### src/shared/rcr_pkg.sv
// Constants, register map and carriers of the reset cause recorder
package rcr_pkg;
  // Register indices; byte address is four times the index
  localparam logic [9:0] IDX_STATUS = 10'h003;
  localparam logic [9:0] IDX_IRQCTL = 10'h00b;
  localparam logic [9:0] IDX_PERIRQ = 10'h00c;
  localparam logic [9:0] IDX_PWRCAUSE = 10'h08e;
  localparam logic [9:0] IDX_FDATH = 10'h195;
  localparam logic [9:0] IDX_OSCT = 10'h198;
  localparam logic [9:0] IDX_DOVT = 10'h199;
  localparam logic [9:0] IDX_TEMPT = 10'h19a;
  localparam logic [9:0] IDX_BGRT = 10'h19b;
  localparam logic [9:0] IDX_REFT = 10'h19c;
  localparam logic [9:0] IDX_ZROT = 10'h19d;
  localparam logic [9:0] IDX_ATST = 10'h19f;
  localparam logic [9:0] IDX_EVSTAT = 10'h1a0;
  localparam logic [9:0] IDX_EVMASK = 10'h1a1;
  localparam logic [9:0] IDX_RSTPC = 10'h1a2;
  localparam logic [12:0] PC_RESET = 13'h0000;
  localparam logic [12:0] PC_VECTOR = 13'h0004;
  localparam int ST_WDX = 4;
  localparam int ST_SLP = 3;
  localparam int PC_OVT = 2;
  localparam int PC_POR = 1;
  localparam int IC_IRQEN = 7;
  localparam logic [7:0] RST_STATUS = 8'h18;
  localparam logic [7:0] RST_PWRCAUSE = 8'h00;
  localparam logic [7:0] RST_FDATH = 8'h00;
  localparam logic [7:0] RST_ATST = 8'h11;
  localparam logic [7:0] MSK_PWRCAUSE = 8'h06;
  localparam logic [7:0] MSK_FDATH = 8'h3f;
  localparam logic [7:0] MSK_OSCT = 8'h7f;
  localparam logic [7:0] MSK_TRIM = 8'h0f;
  localparam logic [7:0] MSK_ATST = 8'h1f;
  localparam logic [7:0] MSK_ST_SW = 8'he7;
  localparam logic [4:0] ST_UP_POR = 5'b00011;
  localparam logic [4:0] ST_UP_EXTSLP = 5'b00010;
  localparam int EVW = 5;
  typedef struct packed {
    logic por;
    logic extPin;
    logic dog;
    logic ovTemp;
    logic irqWake;
  } rcr_evt_s;
  typedef struct packed {
    logic psel;
    logic penable;
    logic pwrite;
    logic [11:0] paddr;
    logic [31:0] pwdata;
  } rcr_apb_s;
  typedef enum logic [2:0] {
    CS_NONE = 3'b000,
    CS_POR = 3'b001,
    CS_EXTRUN = 3'b010,
    CS_EXTSLP = 3'b011,
    CS_DOGRUN = 3'b100,
    CS_DOGSLP = 3'b101,
    CS_OVTEMP = 3'b110,
    CS_WAKE = 3'b111
  } rcr_cause_e;
endpackage : rcr_pkg

### src/design/rcr_recorder.sv
// Reset and wake-up cause recorder with APB register file
`timescale 1ns/100ps
module rcr_recorder (
  input wire logic clk_sys,
  input wire logic nrst,
  input wire rcr_pkg::rcr_evt_s evt,
  input wire logic asleep,
  input wire logic [12:0] pcNow,
  input wire logic [2:0] wakeIrqCtl,
  input wire logic [7:0] wakePirx,
  input wire rcr_pkg::rcr_apb_s apbReq,
  output logic pready,
  output logic pslverr,
  output logic [31:0] prdata,
  output logic restartLoad,
  output logic [12:0] restartPc,
  output logic vectorReq,
  output logic globalIrqEnable,
  output logic irqOut
);
  import rcr_pkg::*;

  logic [7:0] cpuStateFlags;
  logic [7:0] powerCauseReg;
  logic [7:0] irqControlReg;
  logic [7:0] peripheralIrqFlags;
  logic [7:0] flashDataHigh;
  logic [7:0] oscTrim;
  logic [7:0] outVoltTrim;
  logic [7:0] tempTrim;
  logic [7:0] bandgapTrim;
  logic [7:0] refOffTrim;
  logic [7:0] zeroOffTrim;
  logic [7:0] analogTestControl;
  logic [EVW-1:0] evStat;
  logic [EVW-1:0] evMask;
  logic [EVW-1:0] next_evStat;
  rcr_cause_e next_cause;
  logic [9:0] idx;
  logic wrEn;
  logic [7:0] wb;
  logic isReset;
  logic isWake;

  // ----------------------------------------------------------
  // Helper functions
  // ----------------------------------------------------------
  function automatic logic mapped(input logic [9:0] i);
    case (i)
      IDX_STATUS, IDX_IRQCTL, IDX_PERIRQ, IDX_PWRCAUSE, IDX_FDATH,
      IDX_OSCT, IDX_DOVT, IDX_TEMPT, IDX_BGRT, IDX_REFT,
      IDX_ZROT, IDX_ATST, IDX_EVSTAT, IDX_EVMASK,
      IDX_RSTPC: mapped = 1'b1;
      default: mapped = 1'b0;
    endcase
  endfunction : mapped

  function automatic logic writes(input logic [9:0] i);
    writes = wrEn && (idx == i);
  endfunction : writes

  function automatic logic [7:0] upd(input logic [7:0] cur,
    input logic [9:0] i, input logic [7:0] m);
    upd = writes(i) ? (wb & m) : cur;
  endfunction : upd

  // ----------------------------------------------------------
  // Cause decode
  // ----------------------------------------------------------
  assign idx = apbReq.paddr[11:2];
  assign wb = apbReq.pwdata[7:0];
  assign wrEn = apbReq.psel && apbReq.penable && pready &&
    apbReq.pwrite && mapped(idx);

  always_comb begin
    if (evt.por) begin
      next_cause = CS_POR;
    end else if (evt.extPin) begin
      next_cause = asleep ? CS_EXTSLP : CS_EXTRUN;
    end else if (evt.dog) begin
      next_cause = asleep ? CS_DOGSLP : CS_DOGRUN;
    end else if (evt.ovTemp) begin
      next_cause = CS_OVTEMP;
    end else if (evt.irqWake && asleep) begin
      next_cause = CS_WAKE;
    end else begin
      next_cause = CS_NONE;
    end
  end

  assign isReset = (next_cause == CS_POR) ||
    (next_cause == CS_EXTRUN) || (next_cause == CS_EXTSLP) ||
    (next_cause == CS_DOGRUN) || (next_cause == CS_OVTEMP);
  assign isWake = (next_cause == CS_DOGSLP) ||
    (next_cause == CS_WAKE);

  // ----------------------------------------------------------
  // Status register
  // ----------------------------------------------------------
  // cause bits follow the event
  always_ff @(posedge clk_sys) begin
    if (!nrst) begin
      cpuStateFlags <= RST_STATUS;
    end else begin
      case (next_cause)
        CS_POR: cpuStateFlags[7:3] <= ST_UP_POR;
        CS_EXTRUN: cpuStateFlags[7:5] <= 3'h0;
        CS_EXTSLP: cpuStateFlags[7:3] <= ST_UP_EXTSLP;
        CS_DOGRUN: cpuStateFlags[7:4] <= 4'h0;
        CS_DOGSLP: cpuStateFlags[ST_WDX:ST_SLP] <= 2'b00;
        CS_WAKE: cpuStateFlags[ST_WDX:ST_SLP] <= 2'b10;
        default: begin
          // Expiry and sleep bits are hardware-owned
          if (writes(IDX_STATUS)) begin
            cpuStateFlags <= (wb & MSK_ST_SW) |
              (cpuStateFlags & ~MSK_ST_SW);
          end
        end
      endcase
    end
  end

  // ----------------------------------------------------------
  // Power cause register
  // ----------------------------------------------------------
  // Hardware clears win over a software set in the same cycle
  always_ff @(posedge clk_sys) begin
    if (!nrst) begin
      powerCauseReg <= RST_PWRCAUSE;
    end else begin
      // only bits 2 and 1 exist
      if (writes(IDX_PWRCAUSE)) begin
        powerCauseReg <= wb & MSK_PWRCAUSE;
      end
      if (evt.por) begin
        powerCauseReg[PC_POR] <= 1'b0;
      end
      if (evt.ovTemp) begin
        powerCauseReg[PC_OVT] <= 1'b0;
      end
    end
  end

  // ----------------------------------------------------------
  // Interrupt control and peripheral flags
  // ----------------------------------------------------------
  always_ff @(posedge clk_sys) begin
    if (!nrst) begin
      irqControlReg <= 8'h00;
      peripheralIrqFlags <= 8'h00;
    end else begin
      if (writes(IDX_IRQCTL)) begin
        irqControlReg <= wb;
      end
      if (writes(IDX_PERIRQ)) begin
        peripheralIrqFlags <= wb;
      end
      // wake source flags win over a clear
      if (next_cause == CS_WAKE) begin
        irqControlReg[2:0] <= wakeIrqCtl |
          (writes(IDX_IRQCTL) ? wb[2:0] : irqControlReg[2:0]);
        peripheralIrqFlags <= wakePirx |
          (writes(IDX_PERIRQ) ? wb : peripheralIrqFlags);
      end
      if (isReset) begin
        irqControlReg[IC_IRQEN] <= 1'b0;
      end
    end
  end

  // ----------------------------------------------------------
  // Calibration and flash data registers
  // ----------------------------------------------------------
  // Trims have no defined reset value; zero is only a start value
  always_ff @(posedge clk_sys) begin
    if (!nrst) begin
      flashDataHigh <= RST_FDATH;
      analogTestControl <= RST_ATST;
      oscTrim <= 8'h00;
      outVoltTrim <= 8'h00;
      tempTrim <= 8'h00;
      bandgapTrim <= 8'h00;
      refOffTrim <= 8'h00;
      zeroOffTrim <= 8'h00;
    end else begin
      flashDataHigh <= upd(flashDataHigh, IDX_FDATH, MSK_FDATH);
      analogTestControl <= upd(analogTestControl, IDX_ATST, MSK_ATST);
      oscTrim <= upd(oscTrim, IDX_OSCT, MSK_OSCT);
      outVoltTrim <= upd(outVoltTrim, IDX_DOVT, MSK_TRIM);
      tempTrim <= upd(tempTrim, IDX_TEMPT, MSK_TRIM);
      bandgapTrim <= upd(bandgapTrim, IDX_BGRT, MSK_TRIM);
      refOffTrim <= upd(refOffTrim, IDX_REFT, MSK_TRIM);
      zeroOffTrim <= upd(zeroOffTrim, IDX_ZROT, MSK_TRIM);
      // defined resets reload, wakes keep contents
      if (next_cause == CS_POR || next_cause == CS_EXTRUN ||
          next_cause == CS_EXTSLP || next_cause == CS_DOGRUN) begin
        flashDataHigh <= RST_FDATH;
        analogTestControl <= RST_ATST;
      end
    end
  end

  // ----------------------------------------------------------
  // Restart point to the core
  // ----------------------------------------------------------
  always_ff @(posedge clk_sys) begin
    if (!nrst) begin
      restartLoad <= 1'b0;
      restartPc <= PC_RESET;
      vectorReq <= 1'b0;
    end else begin
      restartLoad <= isReset || isWake;
      vectorReq <= 1'b0;
      if (isReset) begin
        restartPc <= PC_RESET;
      end else if (isWake) begin
        restartPc <= pcNow + 13'h0001;
      end
      if (next_cause == CS_WAKE && irqControlReg[IC_IRQEN]) begin
        vectorReq <= 1'b1;
      end
    end
  end

  always_ff @(posedge clk_sys) begin
    if (!nrst) begin
      globalIrqEnable <= 1'b0;
    end else begin
      globalIrqEnable <= irqControlReg[IC_IRQEN];
    end
  end

  // ----------------------------------------------------------
  // Cause events and interrupt output
  // ----------------------------------------------------------
  // New events win over a write-one clear
  always_comb begin
    next_evStat = evStat;
    if (writes(IDX_EVSTAT)) begin
      next_evStat = evStat & ~wb[EVW-1:0];
    end
    next_evStat = next_evStat | {evt.irqWake && asleep, evt.ovTemp,
      evt.dog, evt.extPin, evt.por};
  end

  always_ff @(posedge clk_sys) begin
    if (!nrst) begin
      evStat <= '0;
      evMask <= '0;
      irqOut <= 1'b0;
    end else begin
      evStat <= next_evStat;
      if (writes(IDX_EVMASK)) begin
        evMask <= wb[EVW-1:0];
        irqOut <= |(next_evStat & wb[EVW-1:0]);
      end else begin
        irqOut <= |(next_evStat & evMask);
      end
    end
  end

  // ----------------------------------------------------------
  // APB slave
  // ----------------------------------------------------------
  // Read data is sampled in setup, so one access cycle and no waits
  always_ff @(posedge clk_sys) begin
    if (!nrst) begin
      pready <= 1'b0;
      pslverr <= 1'b0;
      prdata <= 32'h0000_0000;
    end else begin
      pready <= apbReq.psel && !apbReq.penable;
      pslverr <= apbReq.psel && !apbReq.penable && !mapped(idx);
      prdata <= 32'h0000_0000;
      if (apbReq.psel && !apbReq.penable && !apbReq.pwrite) begin
        case (idx)
          IDX_STATUS: prdata[7:0] <= cpuStateFlags;
          IDX_IRQCTL: prdata[7:0] <= irqControlReg;
          IDX_PERIRQ: prdata[7:0] <= peripheralIrqFlags;
          IDX_PWRCAUSE: prdata[7:0] <= powerCauseReg & MSK_PWRCAUSE;
          IDX_FDATH: prdata[7:0] <= flashDataHigh;
          IDX_OSCT: prdata[7:0] <= oscTrim;
          IDX_DOVT: prdata[7:0] <= outVoltTrim;
          IDX_TEMPT: prdata[7:0] <= tempTrim;
          IDX_BGRT: prdata[7:0] <= bandgapTrim;
          IDX_REFT: prdata[7:0] <= refOffTrim;
          IDX_ZROT: prdata[7:0] <= zeroOffTrim;
          IDX_ATST: prdata[7:0] <= analogTestControl;
          IDX_EVSTAT: prdata[EVW-1:0] <= evStat;
          IDX_EVMASK: prdata[EVW-1:0] <= evMask;
          IDX_RSTPC: prdata[12:0] <= restartPc;
          default: prdata <= 32'h0000_0000;
        endcase
      end
    end
  end

  // ----------------------------------------------------------
  // Checks
  // ----------------------------------------------------------
  chk_por_status: assert property (@(posedge clk_sys)
    disable iff (!nrst) evt.por |=> cpuStateFlags[7:3] == 5'b00011
      && !powerCauseReg[PC_POR] && restartLoad && restartPc == 13'h0)
    else $error("power-on cause not recorded");
  chk_overtemp_flag: assert property (@(posedge clk_sys)
    disable iff (!nrst) evt.ovTemp |=> !powerCauseReg[PC_OVT])
    else $error("overtemperature flag not cleared");
  chk_ext_run: assert property (@(posedge clk_sys)
    disable iff (!nrst) (evt.extPin && !evt.por && !asleep) |=>
      cpuStateFlags[7:5] == 3'h0 &&
      cpuStateFlags[4:3] == $past(cpuStateFlags[4:3]) &&
      powerCauseReg == $past(powerCauseReg))
    else $error("pin reset altered kept bits");
  chk_ext_sleep: assert property (@(posedge clk_sys)
    disable iff (!nrst) (evt.extPin && !evt.por && asleep) |=>
      cpuStateFlags[ST_WDX] && !cpuStateFlags[ST_SLP] &&
      restartPc == 13'h0)
    else $error("pin reset in sleep wrong");
  chk_watchdog_run: assert property (@(posedge clk_sys)
    disable iff (!nrst) (evt.dog && !evt.por && !evt.extPin &&
      !asleep) |=> !cpuStateFlags[ST_WDX] &&
      cpuStateFlags[ST_SLP] == $past(cpuStateFlags[ST_SLP]))
    else $error("watchdog reset wrong");
  chk_watchdog_wake: assert property (@(posedge clk_sys)
    disable iff (!nrst) (next_cause == CS_DOGSLP) |=>
      cpuStateFlags[4:3] == 2'b00 &&
      restartPc == $past(pcNow) + 13'h0001)
    else $error("watchdog wake wrong");
  chk_irq_wake: assert property (@(posedge clk_sys)
    disable iff (!nrst) (next_cause == CS_WAKE) |=>
      cpuStateFlags[4:3] == 2'b10 &&
      (peripheralIrqFlags & $past(wakePirx)) == $past(wakePirx))
    else $error("interrupt wake wrong");
  chk_vector_req: assert property (@(posedge clk_sys)
    disable iff (!nrst) (next_cause == CS_WAKE &&
      irqControlReg[IC_IRQEN]) |=> vectorReq ##1 !vectorReq)
    else $error("vector request missing");
  chk_cal_keep: assert property (@(posedge clk_sys)
    disable iff (!nrst) isWake |=> $stable(flashDataHigh) &&
      $stable(analogTestControl))
    else $error("wake altered calibration");
  chk_unimpl_zero: assert property (@(posedge clk_sys)
    disable iff (!nrst) (powerCauseReg & ~MSK_PWRCAUSE) == 8'h00)
    else $error("unimplemented bit set");
  chk_irqen_clear: assert property (@(posedge clk_sys)
    disable iff (!nrst) isReset |=> !irqControlReg[IC_IRQEN]
      ##1 !globalIrqEnable)
    else $error("reset left interrupt enable set");

endmodule : rcr_recorder

### config.mk
export PLATFORM = sky130hd
export DESIGN_NAME = rcr_recorder
export DESIGN_NICKNAME = d
export VERILOG_FILES = /design/src/shared/rcr_pkg.sv /design/src/design/rcr_recorder.sv
export SDC_FILE = /design/constraint.sdc
export NUM_CORES = 1
export LEC_CHECK = 0
export BUFFER_PORTS_ARGS = -buffer_cell sky130_fd_sc_hd__buf_2
export CAP_MARGIN = 15
export CORE_UTILIZATION = 29
export CTS_CLUSTER_DIAMETER = 40
export DETAILED_ROUTE_END_ITERATION = 10
export GPL_ROUTABILITY_DRIVEN = 0
export PLACE_DENSITY_LB_ADDON = 0.2
export SYNTH_ARGS = -nofsm -noshare
export SYNTH_HDL_FRONTEND = slang
export SYNTH_SLANG_ARGS = --single-unit
### constraint.sdc
create_clock -name clk_sys -period 2.3 [get_ports clk_sys]
set_input_delay 0 -clock clk_sys [delete_from_list [all_inputs] [get_ports clk_sys]]
set_output_delay 0 -clock clk_sys [all_outputs]
set_load 0.02 [all_outputs]
Word-level counts from Yosys, hierarchy flattened:

Index checks and enable logic that the tools add are counted.

* add/sub/neg operators: 1
* equality and inequality tests: 22
* mux-type cells: 23
* bitwise operators: 13
* reduce and logical (&&, ||, !) cells: 56

Operators with widths (count)
* == test 10 x 9 -> 1 bit, second input constant: 11
* one-hot mux 5 bit (15 select lines): 1
* two-way mux 3 bit: 8
* two-way mux 8 bit: 3
* logical AND 1 bit: 23
* == test 10 x 4 -> 1 bit, second input constant: 2
* one-hot mux 3 bit (6 select lines): 1
* bitwise AND 5 bit: 3
* OR reduction 15 bit: 1
* OR reduction 2 bit: 7
* adder 13 x 1 -> 13 bit, second input constant: 1
* == test 3 bit, second input constant: 4
* == test 10 x 2 -> 1 bit, second input constant: 1
* == test 10 x 8 -> 1 bit, second input constant: 1
* AND reduction 2 bit: 5
* OR reduction 5 bit: 2
* bitwise OR 8 x 5 -> 8 bit: 1
* bitwise OR 8 bit: 1
* == test 3 x 2 -> 1 bit, second input constant: 2
* logical OR 1 bit: 6
* two-way mux 1 bit: 6
* one-hot mux 1 bit (3 select lines): 2
* one-hot mux 3 bit (2 select lines): 1
* nonzero test 3 bit: 2
* 12 further kinds: 20

* bits in registers: 125
* input bits: 79
* output and inout bits: 51
* logic and storage cells: 145

Longest topological paths before layout:

* depth after elaboration: 12
* depth in mapped cells: 8
* gate-level depth less buffers: 6

Least setup slack after synthesis:

No wires, ideal clock.

* path kind: register -> register
* start: reg pready
* end: reg irqOut
* library setup time: 117 ps
* arrival: 1876 ps
* required time: 2183 ps
* setup slack: 306 ps
* stages on the path, launching flop included: 6
* path buffers: 0
* cells stage by stage: dfxtp_1 nand4_1 nor4_4 o2111ai_1 a221o_1 a32o_1

* longest elaborated chain between the ends: 9
* elaborated cells on any way between the ends: 12

Ends and longest elaborated chain
* start: declaration: RTL line rcr_recorder.sv:12 `output logic pready,`
* start signal: assignment: RTL line rcr_recorder.sv:272 `pready <= apbReq.psel && !apbReq.penable;`
* logical AND 1 bit (*) (2 in series): RTL line rcr_recorder.sv:72 `assign wrEn = apbReq.psel && apbReq.penable && pready &&`
* logical AND 1 bit (*): RTL line rcr_recorder.sv:73 `apbReq.pwrite && mapped(idx);`
* logical AND 1 bit: RTL line rcr_recorder.sv:59 `writes = wrEn && (idx == i);`
* two-way mux 5 bit: RTL line rcr_recorder.sv:239 `if (writes(IDX_EVSTAT)) begin`
* bitwise OR 5 bit: RTL line rcr_recorder.sv:242 `next_evStat = next_evStat | {evt.irqWake && asleep, evt.ovTemp,`
* bitwise AND 5 bit (on tied branches): RTL line rcr_recorder.sv:257, rcr_recorder.sv:255
* OR reduction 5 bit (on tied branches): RTL line rcr_recorder.sv:257, rcr_recorder.sv:255
* two-way mux 1 bit (*): RTL line rcr_recorder.sv:253 `if (writes(IDX_EVMASK)) begin`
* end signal: assignment: RTL line rcr_recorder.sv:255 `irqOut <= |(next_evStat & wb[EVW-1:0]);`
* end signal: assignment: RTL line rcr_recorder.sv:257 `irqOut <= |(next_evStat & evMask);`
* end: declaration: RTL line rcr_recorder.sv:19 `output logic irqOut`

Every way passes the cells marked *; elsewhere a longest branch is shown, timed or not.
A chain may end at the register's enable or synchronous reset.

Final worst setup path:

* start: reg pready
* end: reg peripheralIrqFlags[6]

* longest elaborated chain between the ends: 7

Ends and longest elaborated chain
* logical AND 1 bit (*) (2 in series): RTL line rcr_recorder.sv:72
* logical AND 1 bit (*): RTL line rcr_recorder.sv:73
* logical AND 1 bit (*): RTL line rcr_recorder.sv:59
* two-way mux 8 bit (*)
* bitwise OR 8 bit: RTL line rcr_recorder.sv:162 `peripheralIrqFlags <= wakePirx |`
* two-way mux 8 bit (*): RTL line rcr_recorder.sv:159 `if (next_cause == CS_WAKE) begin`
* end signal: assignment: RTL line rcr_recorder.sv:156 `peripheralIrqFlags <= wb;`
* end signal: assignment: RTL line rcr_recorder.sv:162
* end: declaration: RTL line rcr_recorder.sv:26 `logic [7:0] peripheralIrqFlags;`

Marks and branches as above.

==> metrics.txt <==
R2R Setup Slk=260 ps; CTS buffer count=9; cell area after synthesis=0.00526 sq mm; area leader, netlist=dfxtp_1; HP Start=evt[2]; R2R cell count=6; WHS Path Cells=4; Top Ports=130; Critical Path Fanout Max=9; synthesized instance count=593; CP cell instances=and4_1, buf_4, nand2_2, mux2i_1, a21oi_1, dlygate4sd3_1; first-pass GRT wire length=26,200 microns; critical path type=reg2reg; Slew @ Worst Pin=1030 ps; initial antenna violation count=0; Crit path max-delay family=buffers and inverters; Async SR Flop Fraction=0%; Clk network pwr share=43.7%; Vias/cell=5.20; clock slew at reported path FFs=70 ps; non-filler cells in the finished layout=947; Post-synth EDFFs=0; CTS Sinks=106; Area Overhead vs Synth=26.7%; DRT iter0 DRCs=394; RSZ-0062 raised after global routing=no; Pleak=0.00261 uW; Yosys top cell area share=40.3%; total gr overflow=0; Area contributors post-synth=dfxtp_1, mux2i_1, nor2_1; critical path data required time=2540 ps; antenna viol nets, final=0; Max IR drop VDD=388 uV; status=completed; hold slack final=19.3 ps; TritonCTS clock tree=built; Avg Inst Size Synth=8.87 sq um; H-tree depth reported by CTS=3; WHS Endpoint=cpuStateFlags[4]; total number of vias=4,926; Starting Density=30.0%; Worst Path Arrival=2280 ps; Combinational Power Share=9.3%; core box area=0.0175 sq mm; worst clock skew=10.6 ps; sequential-to-total area share from yosys stat=40.3%; Die W=137 microns; prevailing post-synth register cell=dfxtp_1; synthesis-stage register bit count=106; Slowest cell on crit path=dlygate4sd3_1; kind of end point of the critical path=flip-flop; NetSw=935 uW; layout cells sized above 1=21.5%; Pre-antenna DRT Iters=6; count leader, synth=dfxtp_1; maximum clock frequency=0.491 GHz; DP HPWL=12,400 microns; Detailed Route WL=16,800 microns; Clock Latency Late Sink=360 ps; Min-Delay Path Class=in2reg; number of distinct library cells after synthesis=70; startpoint types=flip-flop; slowest stage delay, CP=570 ps; Final Max Tran Viols=0; die area=0.0187 sq mm; synth cell count leaders=dfxtp_1, nor2_1, mux2i_1; row cnt=48; CTS max path bufs=2; Filler cells=1,812; Total Nets Final=797; vias in the first global route=4,665; Reg power frac=47.1%; GRT Resource Usage Total=18.7%; largest net degree at the start of global routing=30; DRC Markers=0; Die H=137 microns; worst path buffer plus inverter count=2; warnings from Yosys=0; Overall Power=3950 uW; worst r2r dst=peripheralIrqFlags[6]; Antenna Cells=0; port buffer count=84; pwr dens=592 mW/mm^2; setup_tns=0 ps; Finish-stage setup viols=0; period utilization=88.5%; switching share of power=23.7%; final hold vios=0; clock period minus worst slack=2040 ps; Max-Slew Margin vs Limit=31.4%; max-cap violations=0; Wirelength per Cell=17.8 microns; r2r startpoint=pready; Inst Count DP=896; Internal=3010 uW; CTS root buf=clkbuf_16
-- state kept, by name, summed over array words and instances (netlist names), 5 cells and up --
signal / cells
oscTrim: 7
peripheralIrqFlags: 8
evMask: 5
evStat: 5
flashDataHigh: 6
prdata: 13
cpuStateFlags: 8
analogTestControl: 5
restartPc: 13
irqControlReg: 8
-- timing repair --
item	in CTS	in global routing
buffers inserted	0	0
hold buffers	35	0
resized for setup	0	1
endpoints found under the setup margin	0	2
endpoints found under the hold margin	40	0
-- how the worst max path moves through the flow --
| stage | slack (ps) | cells past startpoint | to | from |
|---|---|---|---|---|
| 3_5_place_dp | 220 | 6 | irqOut | apbReq[38] |
| 3_3_place_gp | 250 | 6 | irqOut | apbReq[38] |
| 5_1_grt | 120 | 8 | peripheralIrqFlags[7] | evt[3] |
| 4_1_cts | 100 | 6 | peripheralIrqFlags[6] | pready |
| 6_report | 260 | 6 | peripheralIrqFlags[6] | pready |
| 2_1_floorplan | 310 | 5 | irqOut | pready |
-- cell usage in the layout (no fill, tap or decap), types with 5 or more instances in the layout --
master and instances:
nor3_1 7, mux2i_1 59, a21oi_1 31, dfxtp_1 106, nand2b_1 10, nand3_1 16, a31oi_1 7, nor2_1 72
conb_1 19, inv_1 8, a211oi_1 12, dlygate4sd3_1 35, a22oi_1 8, a32o_1 8, mux2_2 5, nor4_1 7
xnor2_1 7, a222oi_1 5, buf_4 33, nand4_1 6, o21ai_0 9, clkbuf_16 9, and3_1 9, and2_1 12
nor2b_1 5, nand2_1 52, buf_2 84
-- worst min-delay path, stage by stage --
cell and delay, ps:
buf_2 150, nand2_1 70, o21ai_0 70, nand2_1 60
-- logic make-up after synthesis --
group,after synthesis,share of synthesized area [%]
simple gates,229,22.9
compound gates,116,16.0
flops,106,40.3
buf+inv,65,6.25
mux,64,12.3
xor+xnor,11,1.83
fa+ha+maj,1,0.238
other cells,1,0.0713
-- layer usage --
metal / part of all wire [%] / vias up / wire length, microns / track usage, %
li1: - / 2361 / - / -
met1: 48 / 2373 / 8010 / 25.7
met2: 44 / 177 / 7430 / 29.0
met3: 6.7 / 15 / 1140 / 3.96
met4: 1.6 / 0 / 266 / 5.86
met5: 0 / - / 0 / 0
-- power groups by stage --
stage	combinational, uW	clock [uW]	sequential, uW
6_report	366	1720	1860
5_1_grt	395	1840	1860
4_1_cts	362	1770	1860
3_5_place_dp	318	0	1900
3_3_place_gp	314	0	1900
2_1_floorplan	201	0	1900
-- cell type report --
| class | count | area (sq um) | share of cell area, % |
|---|---|---|---|
| multi-input cells | 440 | 2880 | 43.2 |
| flip-flops and latches | 106 | 2120 | 31.8 |
| repair buffers | 152 | 1020 | 15.3 |
| well taps | 225 | 282 | 4.22 |
| clock buffers | 12 | 256 | 3.85 |
| clock inverters | 4 | 80.1 | 1.20 |
| inverters | 8 | 30.0 | 0.450 |
-- stage by stage --
stage / worst slack (ps) / area, sq um / util [%]
floorplan: 306 / 5330 / -
global placement: 248 / 5980 / 34.1
detailed placement: 222 / 5980 / 34.1
CTS: 95.7 / 6670 / 38.0
global route: 123 / 6670 / 38.0
finish: 264 / 6670 / 38.0
Note: power is estimated with default switching activity, not from simulation.
